### src/rtl/probe_latch_map.svh
// Register indices, field positions and reset values of the probe latch block.
// Assumes byte address = index * 4 on a 32-bit APB bus.
`ifndef PROBE_LATCH_MAP_SVH
`define PROBE_LATCH_MAP_SVH

`define PLC_ADDR_W     18
`define PLC_DATA_W     32
`define PLC_IDX_W      16
`define PLC_IDX_CTRL   16'h60b8
`define PLC_IDX_STAT   16'h60b9
`define PLC_IDX_P1_RISE 16'h60ba
`define PLC_IDX_P1_FALL 16'h60bb
`define PLC_IDX_P2_RISE 16'h60bc
`define PLC_IDX_P2_FALL 16'h60bd
`define PLC_IDX_IRQ_ST 16'h60c0
`define PLC_IDX_IRQ_MSK 16'h60c1

`define PLC_CTRL_W     16
`define PLC_CTRL_RST   16'h0000
`define PLC_P1_EN_BIT  0
`define PLC_POS_W      32
`define PLC_POS_RST    32'h0000_0000
`define PLC_NEV        4
`define PLC_EV_RST     4'h0
`define PLC_IN_W       3
`define PLC_IN_ZERO    2

`endif

### src/rtl/probe_latch_pkg.sv
// Types shared by the probe latch block.
// Assumes probe_latch_map.svh for numeric constants.
package probe_latch_pkg;

    // One probe's control byte, bit 0 at the bottom
    typedef struct packed {
        logic [1:0] rsv_hi;
        logic       fall_arm;
        logic       rise_arm;
        logic       rsv_lo;
        logic       src;
        logic       cont;
        logic       en;
    } probe_cfg_t;

    // One probe's status byte
    typedef struct packed {
        logic       toggle;
        logic [3:0] rsv;
        logic       fall_st;
        logic       rise_st;
        logic       en;
    } probe_stat_t;

endpackage : probe_latch_pkg

### src/rtl/touch_probe_latch_control.sv
// Two-probe position latch with APB register access and one interrupt.
// Assumes POSITION and HOMING_ACTIVE come from CORE_CLK logic; probe and zero-pulse inputs are asynchronous pins.
//
// Decided for this implementation: the APB slave port.
`timescale 1ns/100ps
`include "probe_latch_map.svh"

module touch_probe_latch_control
    import probe_latch_pkg::*;
(
    input  wire logic                     CORE_CLK,
    input  wire logic                     RST,
    input  wire logic                     PSEL,
    input  wire logic                     PENABLE,
    input  wire logic                     PWRITE,
    input  wire logic [`PLC_ADDR_W-1:0]   PADDR,
    input  wire logic [`PLC_DATA_W-1:0]   PWDATA,
    input  wire logic [3:0]               PSTRB,
    output logic      [`PLC_DATA_W-1:0]   PRDATA,
    output logic                          PREADY,
    output logic                          PSLVERR,
    input  wire logic                     PROBE_ONE_INPUT,
    input  wire logic                     PROBE_TWO_INPUT,
    input  wire logic                     ENC_ZERO_PULSE,
    input  wire logic                     HOMING_ACTIVE,
    input  wire logic [`PLC_POS_W-1:0]    POSITION,
    output logic                          IRQ
);

    logic [`PLC_CTRL_W-1:0] ctrl_r;
    logic [`PLC_CTRL_W-1:0] ctrl_nxt;
    logic [`PLC_NEV-1:0]    irq_st_r;
    logic [`PLC_NEV-1:0]    irq_st_nxt;
    logic [`PLC_NEV-1:0]    irq_msk_r;
    logic [`PLC_NEV-1:0]    irq_msk_nxt;
    logic [`PLC_DATA_W-1:0] prdata_r;
    logic [`PLC_DATA_W-1:0] prdata_nxt;
    logic                   pready_r;
    logic                   pready_nxt;
    logic                   pslverr_r;
    logic                   pslverr_nxt;
    logic                   irq_r;
    logic                   irq_nxt;
    logic                   homing_q_r;
    logic                   homing_q_nxt;
    logic [`PLC_IN_W-1:0]   meta_r;
    logic [`PLC_IN_W-1:0]   meta_nxt;
    logic [`PLC_IN_W-1:0]   sync_r;
    logic [`PLC_IN_W-1:0]   sync_nxt;
    logic [`PLC_IN_W-1:0]   prev_r;
    logic [`PLC_IN_W-1:0]   prev_nxt;

    logic [`PLC_POS_W-1:0]  cap_pos [`PLC_NEV];
    probe_stat_t            st_byte [2];
    logic [`PLC_NEV-1:0]    ev;
    logic [`PLC_IDX_W-1:0]  idx;
    logic                   aligned;
    logic                   acc_phase;
    logic                   commit;
    logic                   wr;
    logic                   hit;
    logic [`PLC_DATA_W-1:0] rd_val;
    logic                   homing_start;

    assign idx          = PADDR[`PLC_ADDR_W-1:2];
    assign aligned      = (PADDR[1:0] == 2'h0);
    assign acc_phase    = PSEL & PENABLE;
    assign commit       = acc_phase & pready_r;
    assign wr           = commit & PWRITE;
    assign homing_start = HOMING_ACTIVE & ~homing_q_r;

    // Read data and address decode
    always_comb begin
        rd_val = '0;
        hit    = aligned;
        case (idx)
            `PLC_IDX_CTRL:    rd_val = {16'h0000, ctrl_r};
            `PLC_IDX_STAT:    rd_val = {16'h0000, st_byte[1], st_byte[0]};
            `PLC_IDX_P1_RISE: rd_val = cap_pos[0];
            `PLC_IDX_P1_FALL: rd_val = cap_pos[1];
            `PLC_IDX_P2_RISE: rd_val = cap_pos[2];
            `PLC_IDX_P2_FALL: rd_val = cap_pos[3];
            `PLC_IDX_IRQ_ST:  rd_val = {28'h0000000, irq_st_r};
            `PLC_IDX_IRQ_MSK: rd_val = {28'h0000000, irq_msk_r};
            default:          hit    = 1'b0;
        endcase
    end

    // Bus, control word and interrupt next values
    always_comb begin
        ctrl_nxt     = ctrl_r;
        irq_st_nxt   = irq_st_r;
        irq_msk_nxt  = irq_msk_r;
        prdata_nxt   = prdata_r;
        pslverr_nxt  = 1'b0;
        pready_nxt   = acc_phase & ~pready_r;
        homing_q_nxt = HOMING_ACTIVE;
        meta_nxt     = {ENC_ZERO_PULSE, PROBE_TWO_INPUT, PROBE_ONE_INPUT};
        sync_nxt     = meta_r;
        prev_nxt     = sync_r;
        if (acc_phase && !pready_r) begin
            prdata_nxt  = PWRITE ? '0 : rd_val;
            pslverr_nxt = ~hit;
        end
        if (wr && hit && idx == `PLC_IDX_CTRL) begin
            // Full 16-bit range accepted; reserved bits stored but unused
            if (PSTRB[0]) begin
                ctrl_nxt[7:0] = PWDATA[7:0];
            end
            if (PSTRB[1]) begin
                ctrl_nxt[15:8] = PWDATA[15:8];
            end
        end
        if (homing_start) begin
            ctrl_nxt[`PLC_P1_EN_BIT] = 1'b0;
        end
        if (wr && hit && idx == `PLC_IDX_IRQ_ST && PSTRB[0]) begin
            irq_st_nxt = irq_st_nxt & ~PWDATA[`PLC_NEV-1:0];
        end
        if (wr && hit && idx == `PLC_IDX_IRQ_MSK && PSTRB[0]) begin
            irq_msk_nxt = PWDATA[`PLC_NEV-1:0];
        end
        // A new capture wins over a clear in the same cycle
        irq_st_nxt = irq_st_nxt | ev;
        irq_nxt    = |(irq_st_r & irq_msk_r);
    end

    always_ff @(posedge CORE_CLK) begin
        if (RST) begin
            ctrl_r     <= `PLC_CTRL_RST;
            irq_st_r   <= `PLC_EV_RST;
            irq_msk_r  <= `PLC_EV_RST;
            prdata_r   <= '0;
            pready_r   <= 1'b0;
            pslverr_r  <= 1'b0;
            irq_r      <= 1'b0;
            homing_q_r <= 1'b0;
            meta_r     <= '0;
            sync_r     <= '0;
            prev_r     <= '0;
        end else begin
            ctrl_r     <= ctrl_nxt;
            irq_st_r   <= irq_st_nxt;
            irq_msk_r  <= irq_msk_nxt;
            prdata_r   <= prdata_nxt;
            pready_r   <= pready_nxt;
            pslverr_r  <= pslverr_nxt;
            irq_r      <= irq_nxt;
            homing_q_r <= homing_q_nxt;
            meta_r     <= meta_nxt;
            sync_r     <= sync_nxt;
            prev_r     <= prev_nxt;
        end
    end

    for (genvar i = 0; i < 2; i++) begin : g_probe
        probe_cfg_t            cfg;
        logic                  en_eff;
        logic                  live;
        logic                  sig;
        logic                  sig_prev;
        logic                  rise_ev;
        logic                  fall_ev;
        logic                  start;
        logic                  src_r;
        logic                  src_nxt;
        logic                  en_prev_r;
        logic                  en_prev_nxt;
        logic                  rise_st_r;
        logic                  rise_st_nxt;
        logic                  fall_st_r;
        logic                  fall_st_nxt;
        logic                  tog_r;
        logic                  tog_nxt;
        logic [`PLC_POS_W-1:0] rise_pos_r;
        logic [`PLC_POS_W-1:0] rise_pos_nxt;
        logic [`PLC_POS_W-1:0] fall_pos_r;
        logic [`PLC_POS_W-1:0] fall_pos_nxt;

        assign cfg      = probe_cfg_t'(ctrl_r[8*i +: 8]);
        assign en_eff   = cfg.en & ~((i == 0) & HOMING_ACTIVE);
        assign start    = en_eff & ~en_prev_r;
        // Events wait one cycle after enable so the source is loaded first
        assign live     = en_eff & en_prev_r;
        assign sig      = src_r ? sync_r[`PLC_IN_ZERO] : sync_r[i];
        assign sig_prev = src_r ? prev_r[`PLC_IN_ZERO] : prev_r[i];
        assign rise_ev  = live & cfg.rise_arm & sig & ~sig_prev
                          & (cfg.cont | ~rise_st_r);
        assign fall_ev  = live & cfg.fall_arm & ~sig & sig_prev
                          & (cfg.cont | ~fall_st_r);

        always_comb begin
            src_nxt      = src_r;
            en_prev_nxt  = en_eff;
            rise_st_nxt  = rise_st_r;
            fall_st_nxt  = fall_st_r;
            tog_nxt      = tog_r;
            rise_pos_nxt = rise_pos_r;
            fall_pos_nxt = fall_pos_r;
            // Source sampled at enable and at each restart in continuous mode
            if (start || (cfg.cont && (rise_ev || fall_ev))) begin
                src_nxt = cfg.src;
            end
            if (rise_ev) begin
                rise_pos_nxt = POSITION;
                rise_st_nxt  = 1'b1;
            end
            if (fall_ev) begin
                fall_pos_nxt = POSITION;
                fall_st_nxt  = 1'b1;
            end
            if (cfg.cont && (rise_ev || fall_ev)) begin
                tog_nxt = ~tog_r;
            end
            if (!en_eff || !cfg.rise_arm) begin
                rise_st_nxt = 1'b0;
            end
            if (!en_eff || !cfg.fall_arm) begin
                fall_st_nxt = 1'b0;
            end
        end

        always_ff @(posedge CORE_CLK) begin
            if (RST) begin
                src_r      <= 1'b0;
                en_prev_r  <= 1'b0;
                rise_st_r  <= 1'b0;
                fall_st_r  <= 1'b0;
                tog_r      <= 1'b0;
                rise_pos_r <= `PLC_POS_RST;
                fall_pos_r <= `PLC_POS_RST;
            end else begin
                src_r      <= src_nxt;
                en_prev_r  <= en_prev_nxt;
                rise_st_r  <= rise_st_nxt;
                fall_st_r  <= fall_st_nxt;
                tog_r      <= tog_nxt;
                rise_pos_r <= rise_pos_nxt;
                fall_pos_r <= fall_pos_nxt;
            end
        end

        assign cap_pos[2*i]   = rise_pos_r;
        assign cap_pos[2*i+1] = fall_pos_r;
        assign ev[2*i]        = rise_ev;
        assign ev[2*i+1]      = fall_ev;
        assign st_byte[i]     = '{toggle: tog_r, rsv: 4'h0, fall_st: fall_st_r,
                                  rise_st: rise_st_r, en: en_eff};
    end

    assign PRDATA  = prdata_r;
    assign PREADY  = pready_r;
    assign PSLVERR = pslverr_r;
    assign IRQ     = irq_r;

endmodule : touch_probe_latch_control

### config.mk
export PLATFORM = sky130hd
export DESIGN_NAME = touch_probe_latch_control
export DESIGN_NICKNAME = d
export VERILOG_FILES = /design/src/rtl/probe_latch_pkg.sv /design/src/rtl/touch_probe_latch_control.sv
export VERILOG_INCLUDE_DIRS = /design/src /design/src/rtl
export SDC_FILE = /design/constraint.sdc
export NUM_CORES = 1
export LEC_CHECK = 0
export BUFFER_PORTS_ARGS = -buffer_cell sky130_fd_sc_hd__buf_2
export CAP_MARGIN = 10
export CORE_MARGIN = 5
export CORE_UTILIZATION = 45
export DETAILED_ROUTE_END_ITERATION = 16
export PLACE_DENSITY = 0.66
export SLEW_MARGIN = 20
export SYNTH_ARGS = -nofsm -noshare
export SYNTH_HDL_FRONTEND = slang
export SYNTH_SLANG_ARGS = --single-unit
### constraint.sdc
create_clock -name CORE_CLK -period 2.9 [get_ports CORE_CLK]
set_clock_uncertainty 0.1 [all_clocks]
set_input_delay 0.435 -clock CORE_CLK [delete_from_list [all_inputs] [get_ports CORE_CLK]]
set_output_delay 0.435 -clock CORE_CLK [all_outputs]
set_load 0.05 [all_outputs]
==> results of run 1 <==
## state kept, by name, indices dropped and copies added, names as in the netlist
name	count
homing_q_r	1
g_probe.fall_pos_r	64
g_probe.src_r	2
g_probe.rise_pos_r	64
g_probe.fall_st_r	2
prev_r	3
IRQ	1
PRDATA	32
PREADY	1
PSLVERR	1
prev_nxt	3
g_probe.tog_r	2
irq_msk_r	4
g_probe.rise_st_r	2
meta_r	3
ctrl_r	16
irq_st_r	4
g_probe.en_prev_r	2
## worst max-delay path, stage by stage, from the launching register on
cell and delay, ps:
dfxtp_1 440, mux2_2 380, nor3_1 320, and3_1 510, buf_4 310, nand2_1 80, a21oi_1 120
## placed cells by master (no fill, tap or decap), types with 17 or more instances in the layout
cell type,synthesis,final
buf_4,0,29
o21ai_0,38,38
buf_2,10,110
nor2_1,98,97
a221oi_1,22,22
mux2_2,17,17
nand2_1,164,164
a22o_1,31,31
dfxtp_1,207,207
a21oi_1,68,68
clkbuf_16,0,23
mux2i_1,93,93
## cell usage after synthesis, types with 16 or more instances
| cell type | count | area share, % |
|---|---|---|
| a21oi_1 | 68 | 4.1 |
| a221oi_1 | 22 | 2.3 |
| a22o_1 | 31 | 3.3 |
| clkbuf_1 | 53 | 2.4 |
| dfxtp_1 | 207 | 50 |
| mux2_2 | 17 | 2.3 |
| mux2i_1 | 93 | 11 |
| nand2_1 | 164 | 7.4 |
| nor2_1 | 98 | 4.4 |
| nor2b_1 | 16 | 1.2 |
| o21ai_0 | 38 | 2.3 |
## logic make-up (layout without fill, tap and decap cells)
group	count (synthesis)	after routing	synth area share [%]
xor gates and xnor gates	2	2	0.210
buffers and inverters	74	185	3.57
DFF	207	207	49.7
AOI/OAI and AO/OA	188	188	15.0
and+or+nand+nor	328	328	17.6
muxes	112	112	14.0
## routing by layer
| layer | vias up | global-route usage [%] | wire length, um |
|---|---|---|---|
| li1 | 3391 | - | - |
| met1 | 3263 | 29.1 | 10400 |
| met2 | 207 | 31.5 | 10000 |
| met3 | 26 | 3.97 | 1490 |
| met4 | 4 | 3.90 | 249 |
| met5 | - | 0 | 21 |
## where the power goes
group          total (mW)  internal, mW  switching (mW)
Clock                2.74          1.66            1.08
Sequential           2.85          2.85         0.00338
Combinational       0.202        0.0682           0.134
## cell type report
cell class	count	area, um^2
clock inverters	2	46.3
repair buffers	144	868
well taps	229	287
inverters	6	22.5
clock buffers	33	663
flip-flops and latches	207	4140
fillers	1628	8100
multi-input cells	630	3960
## how the worst max path moves through the flow
stage	slack, ps	endpoint	startpoint
after floorplan	320	ctrl_r[0]	PADDR[11]
after global placement	270	ctrl_r[11]	PADDR[11]
after detailed placement	160	PRDATA[21]	PADDR[6]
after CTS	560	g_probe[0].rise_pos_r[21]	g_probe[0].src_r
after global routing	360	g_probe[0].rise_pos_r[19]	g_probe[0].src_r
final	560	g_probe[0].rise_pos_r[21]	g_probe[0].src_r
==> flow_metrics.py, run 1 <==
metrics = {
    "status": {
        "status": "finished clean",
    },
    "job": {
        "max_cap_viol_count": 0,
    },
    "worst_hold_path": {
        "hold-path-endpoint": "meta_r[2]",
        "min-delay-start": "ENC_ZERO_PULSE",
        "hold_path_depth": 2,
        "hp-class": "in -> reg",
    },
    "setup_path": {
        "path_class": "reg -> reg",
        "endpoint_kind": "register",
        "crit_path_max_fanout": 13,
        "ff2ff_setup_slack_ps": 560,
        "r2r-end": "g_probe[0].rise_pos_r[21]",
        "required_ps": 3220,
        "rr_worst_depth": 6,
        "cp.arrival_ps": 2660,
        "reg2reg_from": "g_probe[0].src_r",
        "worst_setup_path_start_kind": "register",
    },
    "synth": {
        "synthFlopType": "dfxtp_1",
        "ys_types": 49,
        "synth.avg_cell_area_um2": 9.16,
        "synth_nets": 1006,
        "netlist_instances": 911,
        "yosysWarnings": 0,
        "netlist_area_um2": 8350,
        "async_flop_share_pct": 0,
        "ys_seq_elements": 207,
        "synth-edff-count": 0,
        "yosysSeqAreaShare_pct": 49.7,
    },
    "place": {
        "portBuffers": 111,
        "pre_cts_slack_ps": 165,
        "place_congestion": 0.799,
        "dpl_cell_area_um2": 9280,
        "place_hpwl_um": 14200,
        "dp.cells": 1216,
    },
    "finish": {
        "fin_util_pct": 55.2,
        "antenna_cells": 0,
        "drive_above_1_share_pct": 20.5,
        "fin_area_um2": 9990,
        "finalNonFillerCells": 1251,
        "syn_to_final_growth_pct": 19.7,
        "nNetsFinal": 1106,
    },
    "routing": {
        "drtIter0Drc": 476,
        "drc": 0,
        "vias_per_cell": 5.51,
        "wl_per_cell_um": 17.7,
        "wl_um": 22200,
        "ant_nets": 0,
        "vias": 6891,
        "drt_pass1_iterations": 5,
    },
    "pwr": {
        "p_per_area_nw_per_um2": 580,
        "power_mw": 5.80,
        "leakagePower_nw": 3.62,
        "ir_drop_v": 0.000360,
    },
    "timing": {
        "timing.hold.ws_ps": 40.7,
        "fin_crit_sh_pct": 80.7,
        "worst_pin_slew_ps": 812,
        "period_needed_ps": 2340,
        "slew_violations": 0,
        "fmax_mhz": 427,
        "slew_headroom_pct": 45.9,
        "fin_ws_ps": 560,
        "rsz0062_at_grt": "false",
        "hold_viol": 0,
        "tns_ps": 0,
        "setup_viol": 0,
    },
    "clock_network": {
        "clock_sinks": 207,
        "cts_setup_buffers": 0,
        "htree_levels": 1,
        "clock_path_buffers": 3,
        "cts_tree": "built",
        "root_buffer": "clkbuf_16",
        "clk_latency_ps": 500,
        "cts_hold_buf": 0,
        "clk_pin_slew_ps": 60,
        "cts-buffers-inserted": 22,
        "post_cts_resized": 0,
    },
    "floorplanning": {
        "io_pins": 130,
        "start_util_pct": 46.1,
        "core_area_um2": 18100,
        "die-area_um2": 21400,
        "die_w_um": 146,
        "rows": 49,
        "die_y_um": 146,
    },
    "grt": {
        "grt_start_max_net_pins": 80,
        "grt-ovfl-total": 0,
        "grt_pass1_vias": 6545,
        "antenna_found_initial": 2,
        "grt_use_total_pct": 20.1,
        "grt_pass1_wl_um": 35800,
    },
}
Note: power is estimated with default switching activity, not from simulation.
==> run 2: changes to the inputs <==
- PLACE_DENSITY: 0.66 -> 0.68
- clock period: 2.9 -> 2.1 ns (I/O delays scaled with it)
==> run 2 against run 1 <==
Net effect:
- sequential cell count stayed put
- combinational power is 86% higher
- clock power is 36% higher
- via count is 4.5% higher
- die area stayed put
- utilization is 4.6 points higher
- largest power group unchanged
==> flow_metrics.py, run 2 (synthesized netlist as in run 1, its figures left out) <==
metrics = {
    "status": {
        "status": "finished clean",
    },
    "grt": {
        "grt-ovfl-total": 0,
        "use_met1_pct": 27.1,
        "busiest_layer": "met2",
        "grt_use_total_pct": 21.1,
        "gr-usage-met2_pct": 36.3,
        "grt_start_max_net_pins": 101,
        "grt_pass1_wl_um": 37600,
        "use_met3_pct": 4.18,
        "antenna_found_initial": 0,
        "grt_pass1_vias": 7178,
    },
    "setup_path": {
        "required_ps": 2380,
        "path_class": "reg -> reg",
        "endpoint_kind": "register",
        "slowest_delay_ps": 380,
        "crit_path_max_fanout": 17,
        "cp.arrival_ps": 2230,
        "worst_setup_path_start_kind": "register",
        "worstPathCellList": "mux2i_2 -> nor3b_2 -> a21boi_4 -> clkbuf_16 -> mux2i_1 -> nor2_1",
        "crit_path_top_delay_cell": "dfxtp_2",
    },
    "timing": {
        "fmax_mhz": 512,
        "slew_violations": 0,
        "slew_headroom_pct": 49.1,
        "hold_viol": 0,
        "rsz0062_at_grt": "false",
        "setup_viol": 0,
        "worst_pin_slew_ps": 764,
        "timing.hold.ws_ps": 56.6,
        "period_needed_ps": 1950,
        "tns_ps": 0,
        "fin_crit_sh_pct": 93.0,
    },
    "finish": {
        "fin_area_um2": 10800,
        "final.fill_count": 1509,
        "final_common_cell": "dfxtp_1",
        "fin_util_pct": 59.8,
        "syn_to_final_growth_pct": 29.7,
        "layout_common_cells": "dfxtp_1, nand2_1, buf_2",
        "nNetsFinal": 1182,
        "drive_above_1_share_pct": 21.9,
    },
    "floorplanning": {
        "die_w_um": 146,
        "start_util_pct": 46.1,
        "rows": 49,
        "die-area_um2": 21400,
        "die_y_um": 146,
        "core_area_um2": 18100,
        "io_pins": 130,
    },
    "clock_network": {
        "htree_levels": 1,
        "root_buffer": "clkbuf_16",
        "clock_path_buffers": 3,
        "cts-buffers-inserted": 23,
        "clock_sinks": 207,
        "clk_latency_ps": 520,
        "clk_pin_slew_ps": 60,
        "cts_tree": "built",
    },
    "place": {
        "portBuffers": 111,
        "place_hpwl_um": 14700,
        "dpl_cell_area_um2": 9520,
        "place_congestion": 0.842,
    },
    "routing": {
        "drtIter0Drc": 475,
        "drt_pass1_iterations": 5,
        "drc": 0,
        "wl_per_cell_um": 17.5,
        "vias_per_cell": 5.42,
        "wl_um": 23200,
        "vias": 7202,
        "ant_nets": 0,
    },
    "job": {
        "max_cap_viol_count": 0,
    },
    "worst_hold_path": {
        "hp-class": "in -> reg",
    },
    "pwr": {
        "power_mw": 8.06,
        "p_per_area_nw_per_um2": 745,
        "ir_drop_v": 0.000541,
        "leakagePower_nw": 4.00,
    },
}
-- run 2: power breakdown --
group | total (mW) | switching (mW) | internal (mW)
combinational | 0.375 | 0.203 | 0.172
clock | 3.74 | 1.55 | 2.19
sequential | 3.94 | 0.00436 | 3.94
-- run 2: through the flow --
| stage | std cells | worst slack (ps) |
|---|---|---|
| after floorplan | 911 | -358 |
| after global placement | 1236 | -303 |
| after detailed placement | 1236 | -395 |
| after CTS | 1328 | 21.4 |
| after global routing | 1329 | 12.6 |
| final | 1330 | 146 |
-- run 2: layout make-up --
| cell class | instances | area [um^2] | share of cell area, % |
|---|---|---|---|
| clock buffer | 34 | 667 | 6.16 |
| clock inverter | 4 | 35.0 | 0.324 |
| antenna | 1 | 2.50 | 0.0231 |
| multi-input combinational | 630 | 3990 | 36.9 |
| sequential | 207 | 4150 | 38.3 |
| inverter | 6 | 22.5 | 0.208 |
| timing repair buffer | 219 | 1670 | 15.4 |
| tap | 229 | 287 | 2.65 |
-- run 2: timing repair --
action | CTS | global route
resized for setup | 0 | 9
buffers inserted | 0 | 0
setup endpoints to repair | 0 | 100
endpoints found under the hold margin | 128 | 0
hold buffers | 54 | 0
-- run 2: routing by layer --
layer	part of all wire, %	vias to the layer above
li1	-	3547
met1	45	3417
met2	48	201
met3	5.8	37
met4	1.7	0
met5	0	-
-- run 2: worst max-delay path, delay by kind of cell (launching register included) --
| kind | cells | cell delay, ps |
|---|---|---|
| multiplexers | 2 | 470 |
| AND/OR/NAND/NOR | 2 | 290 |
| flip-flops | 1 | 380 |
| AO/OA/AOI/OAI | 1 | 300 |
| buffers and inverters | 1 | 280 |
-- run 2: worst paths after layout --
kind | to | cells past startpoint | from | slack [ps]
max reg2reg | g_probe[1].fall_pos_r[21] | 6 | g_probe[1].src_r | 150
min reg2reg | prev_nxt[2] | 1 | meta_r[2] | 330
min | PREADY | 3 | RST | 60
max | g_probe[1].fall_pos_r[21] | 6 | g_probe[1].src_r | 150
==> run 3: changes to the inputs <==
- ABC_AREA: default -> 1
- ABC_CLOCK_PERIOD_IN_PS: default -> 2100
==> run 3 against run 2 <==
Net effect:
- die area rose by 3.7%
- maximum frequency rose by 4.5%
- routed wire length rose by 4.2%
- non-clock buffer count fell by 53
- global-route usage barely moved
- sequential share of layout area rose by 0.99 points
- sequential cell count did not move
- sequential power barely moved
- total power fell by 1.3%
- clock power fell by 2%
- area after synthesis rose by 4.0%
- combinational power fell by 2%
- critical path type unchanged
- largest cell class unchanged
- highest routed layer unchanged
==> flow_metrics.py, run 3 <==
metrics = {
    "status": {
        "status": "finished clean",
    },
    "worst_hold_path": {
        "hp-class": "in -> reg",
    },
    "routing": {
        "met3WireLength_um": 1720,
        "met1_length_um": 11300,
        "ant_nets": 0,
        "top_layer": "met4",
        "drt_pass1_iterations": 5,
        "vias": 8152,
        "wl_met2_um": 10700,
        "drc": 0,
        "vias_per_cell": 5.11,
        "drtIter0Drc": 561,
        "wl_um": 24200,
        "wl_per_cell_um": 15.2,
    },
    "synth": {
        "yosys-top-cells-area": "dfxtp_1, a21oi_1, inv_1",
        "ys_types": 34,
        "yosysWarnings": 0,
        "synth-edff-count": 0,
        "netlist_area_um2": 8680,
        "netlist_top_cells_count": "dfxtp_1, inv_1, a21oi_1, nand2_1, nor2_1",
        "yosysSeqAreaShare_pct": 47.7,
        "synthFlopType": "dfxtp_1",
        "ys_seq_elements": 207,
        "async_flop_share_pct": 0,
        "synth.avg_cell_area_um2": 7.25,
        "yosys.area.top_type_share_pct": 47.7,
        "synth_nets": 1293,
        "yosys.area.top_type": "dfxtp_1",
        "synth.most_common_cell": "dfxtp_1",
        "netlist_instances": 1198,
    },
    "clock_network": {
        "cts_tree": "built",
        "cts-buffers-inserted": 22,
        "root_buffer": "clkbuf_16",
        "clk_pin_slew_ps": 60,
        "clk_latency_ps": 500,
        "htree_levels": 1,
        "clock_path_buffers": 3,
        "clock_sinks": 207,
        "cts_setup_buffers": 0,
    },
    "floorplanning": {
        "io_pins": 130,
        "start_util_pct": 46.1,
        "core_area_um2": 18800,
        "die-area_um2": 22200,
        "rows": 50,
        "die_y_um": 149,
        "die_w_um": 149,
    },
    "finish": {
        "layout_common_cells": "dfxtp_1, inv_1, a21oi_1",
        "final.fill_count": 1809,
        "drive_above_1_share_pct": 15.0,
        "syn_to_final_growth_pct": 21.5,
        "fin_util_pct": 56.0,
        "nNetsFinal": 1415,
        "antenna_cells": 0,
        "fin_area_um2": 10500,
        "final_common_cell": "dfxtp_1",
    },
    "timing": {
        "fmax_mhz": 535,
        "period_needed_ps": 1870,
        "timing.hold.ws_ps": 11.9,
        "fin_crit_sh_pct": 89.0,
        "worst_pin_slew_ps": 486,
        "slew_headroom_pct": 67.6,
        "hold_viol": 0,
        "slew_violations": 0,
        "tns_ps": 0,
        "rsz0062_at_grt": "false",
        "setup_viol": 0,
    },
    "grt": {
        "grt_start_max_net_pins": 76,
        "grt_pass1_vias": 7509,
        "grt_pass1_wl_um": 38500,
        "grt-ovfl-total": 0,
        "grt_use_total_pct": 21.1,
        "antenna_found_initial": 0,
    },
    "pwr": {
        "ir_drop_v": 0.000716,
        "leakagePower_nw": 4.16,
        "p_per_area_nw_per_um2": 755,
    },
    "place": {
        "place_congestion": 0.830,
        "place_hpwl_um": 16000,
        "dpl_cell_area_um2": 9680,
        "portBuffers": 111,
    },
    "setup_path": {
        "required_ps": 2370,
        "crit_path_max_fanout": 53,
        "path_class": "reg -> reg",
        "worst_setup_path_start_kind": "register",
        "endpoint_kind": "register",
        "ff2ff_setup_slack_ps": 230,
        "cp.arrival_ps": 2140,
    },
    "job": {
        "max_cap_viol_count": 0,
    },
}
-- run 3: cell types whose count changed after synthesis, moves of 38 or more --
cell     previous run  this run
o22ai_1             0        57
mux2i_1            93         0
o21ai_0            38       125
nor2_1             98       136
a21oi_1            68       162
inv_1               6       170
-- run 3: through the flow --
step | setup WS [ps] | instances | power, mW
2_1_floorplan | 225 | 1198 | 4.19
3_3_place_gp | -16.7 | 1537 | 4.36
3_5_place_dp | -21.1 | 1537 | 4.36
4_1_cts | 146 | 1594 | 8.01
5_1_grt | 65.5 | 1594 | 8.21
6_report | 231 | 1594 | 7.96
-- run 3: metal layers --
layer  vias to the layer above  track usage (%)
met5                         -                0
li1                       4155                -
met4                         0             4.44
met1                      3692             30.0
met3                        32             3.95
met2                       273             33.7
-- run 3: worst max-delay path, cell delays in order (launching register included) --
cell and delay (ps):
dfxtp_1 390, nand2_1 70, o21ai_1 120, nand2_1 120, a21oi_1 220, inv_1 210, buf_12 250, o21ai_0 200
a21oi_1 60
-- run 3: final timing paths --
path,start,to,depth (start not counted)
max reg2reg,g_probe[1].src_r,g_probe[1].rise_pos_r[7],8
max,g_probe[1].src_r,g_probe[1].rise_pos_r[7],8
min,POSITION[10],g_probe[0].rise_pos_r[10],3
min reg2reg,meta_r[0],prev_nxt[0],2
-- run 3: area by class of cell --
type,count,area [um^2],share of cell area [%]
sequential,207,4140,39.3
multi-input combinational,745,3610,34.3
timing repair buffer,166,1120,10.6
clock buffer,37,668,6.34
inverter,178,668,6.34
tap,260,325,3.08
clock inverter,1,5.00,0.0475
-- run 3: cells by family (layout without fill, tap and decap cells) --
family                 count (synthesis)  after routing  synth area share [%]
and+or+nand+nor                      365            365                  17.9
buffers and inverters                246            382                  10.8
AOI/OAI and AO/OA                    380            380                  23.6
DFF                                  207            207                  47.7
-- run 3: power by group --
part | switching, mW | internal [mW]
Clock | 1.50 | 2.15
Combinational | 0.230 | 0.137
Sequential | 0.00346 | 3.94
Total | 1.74 | 6.22
-- run 3: repair_timing --
item	CTS	global route
hold buffers	19	0
gates resized for setup	0	1
endpoints found under the setup margin	0	3
endpoints found under the hold margin	22	0
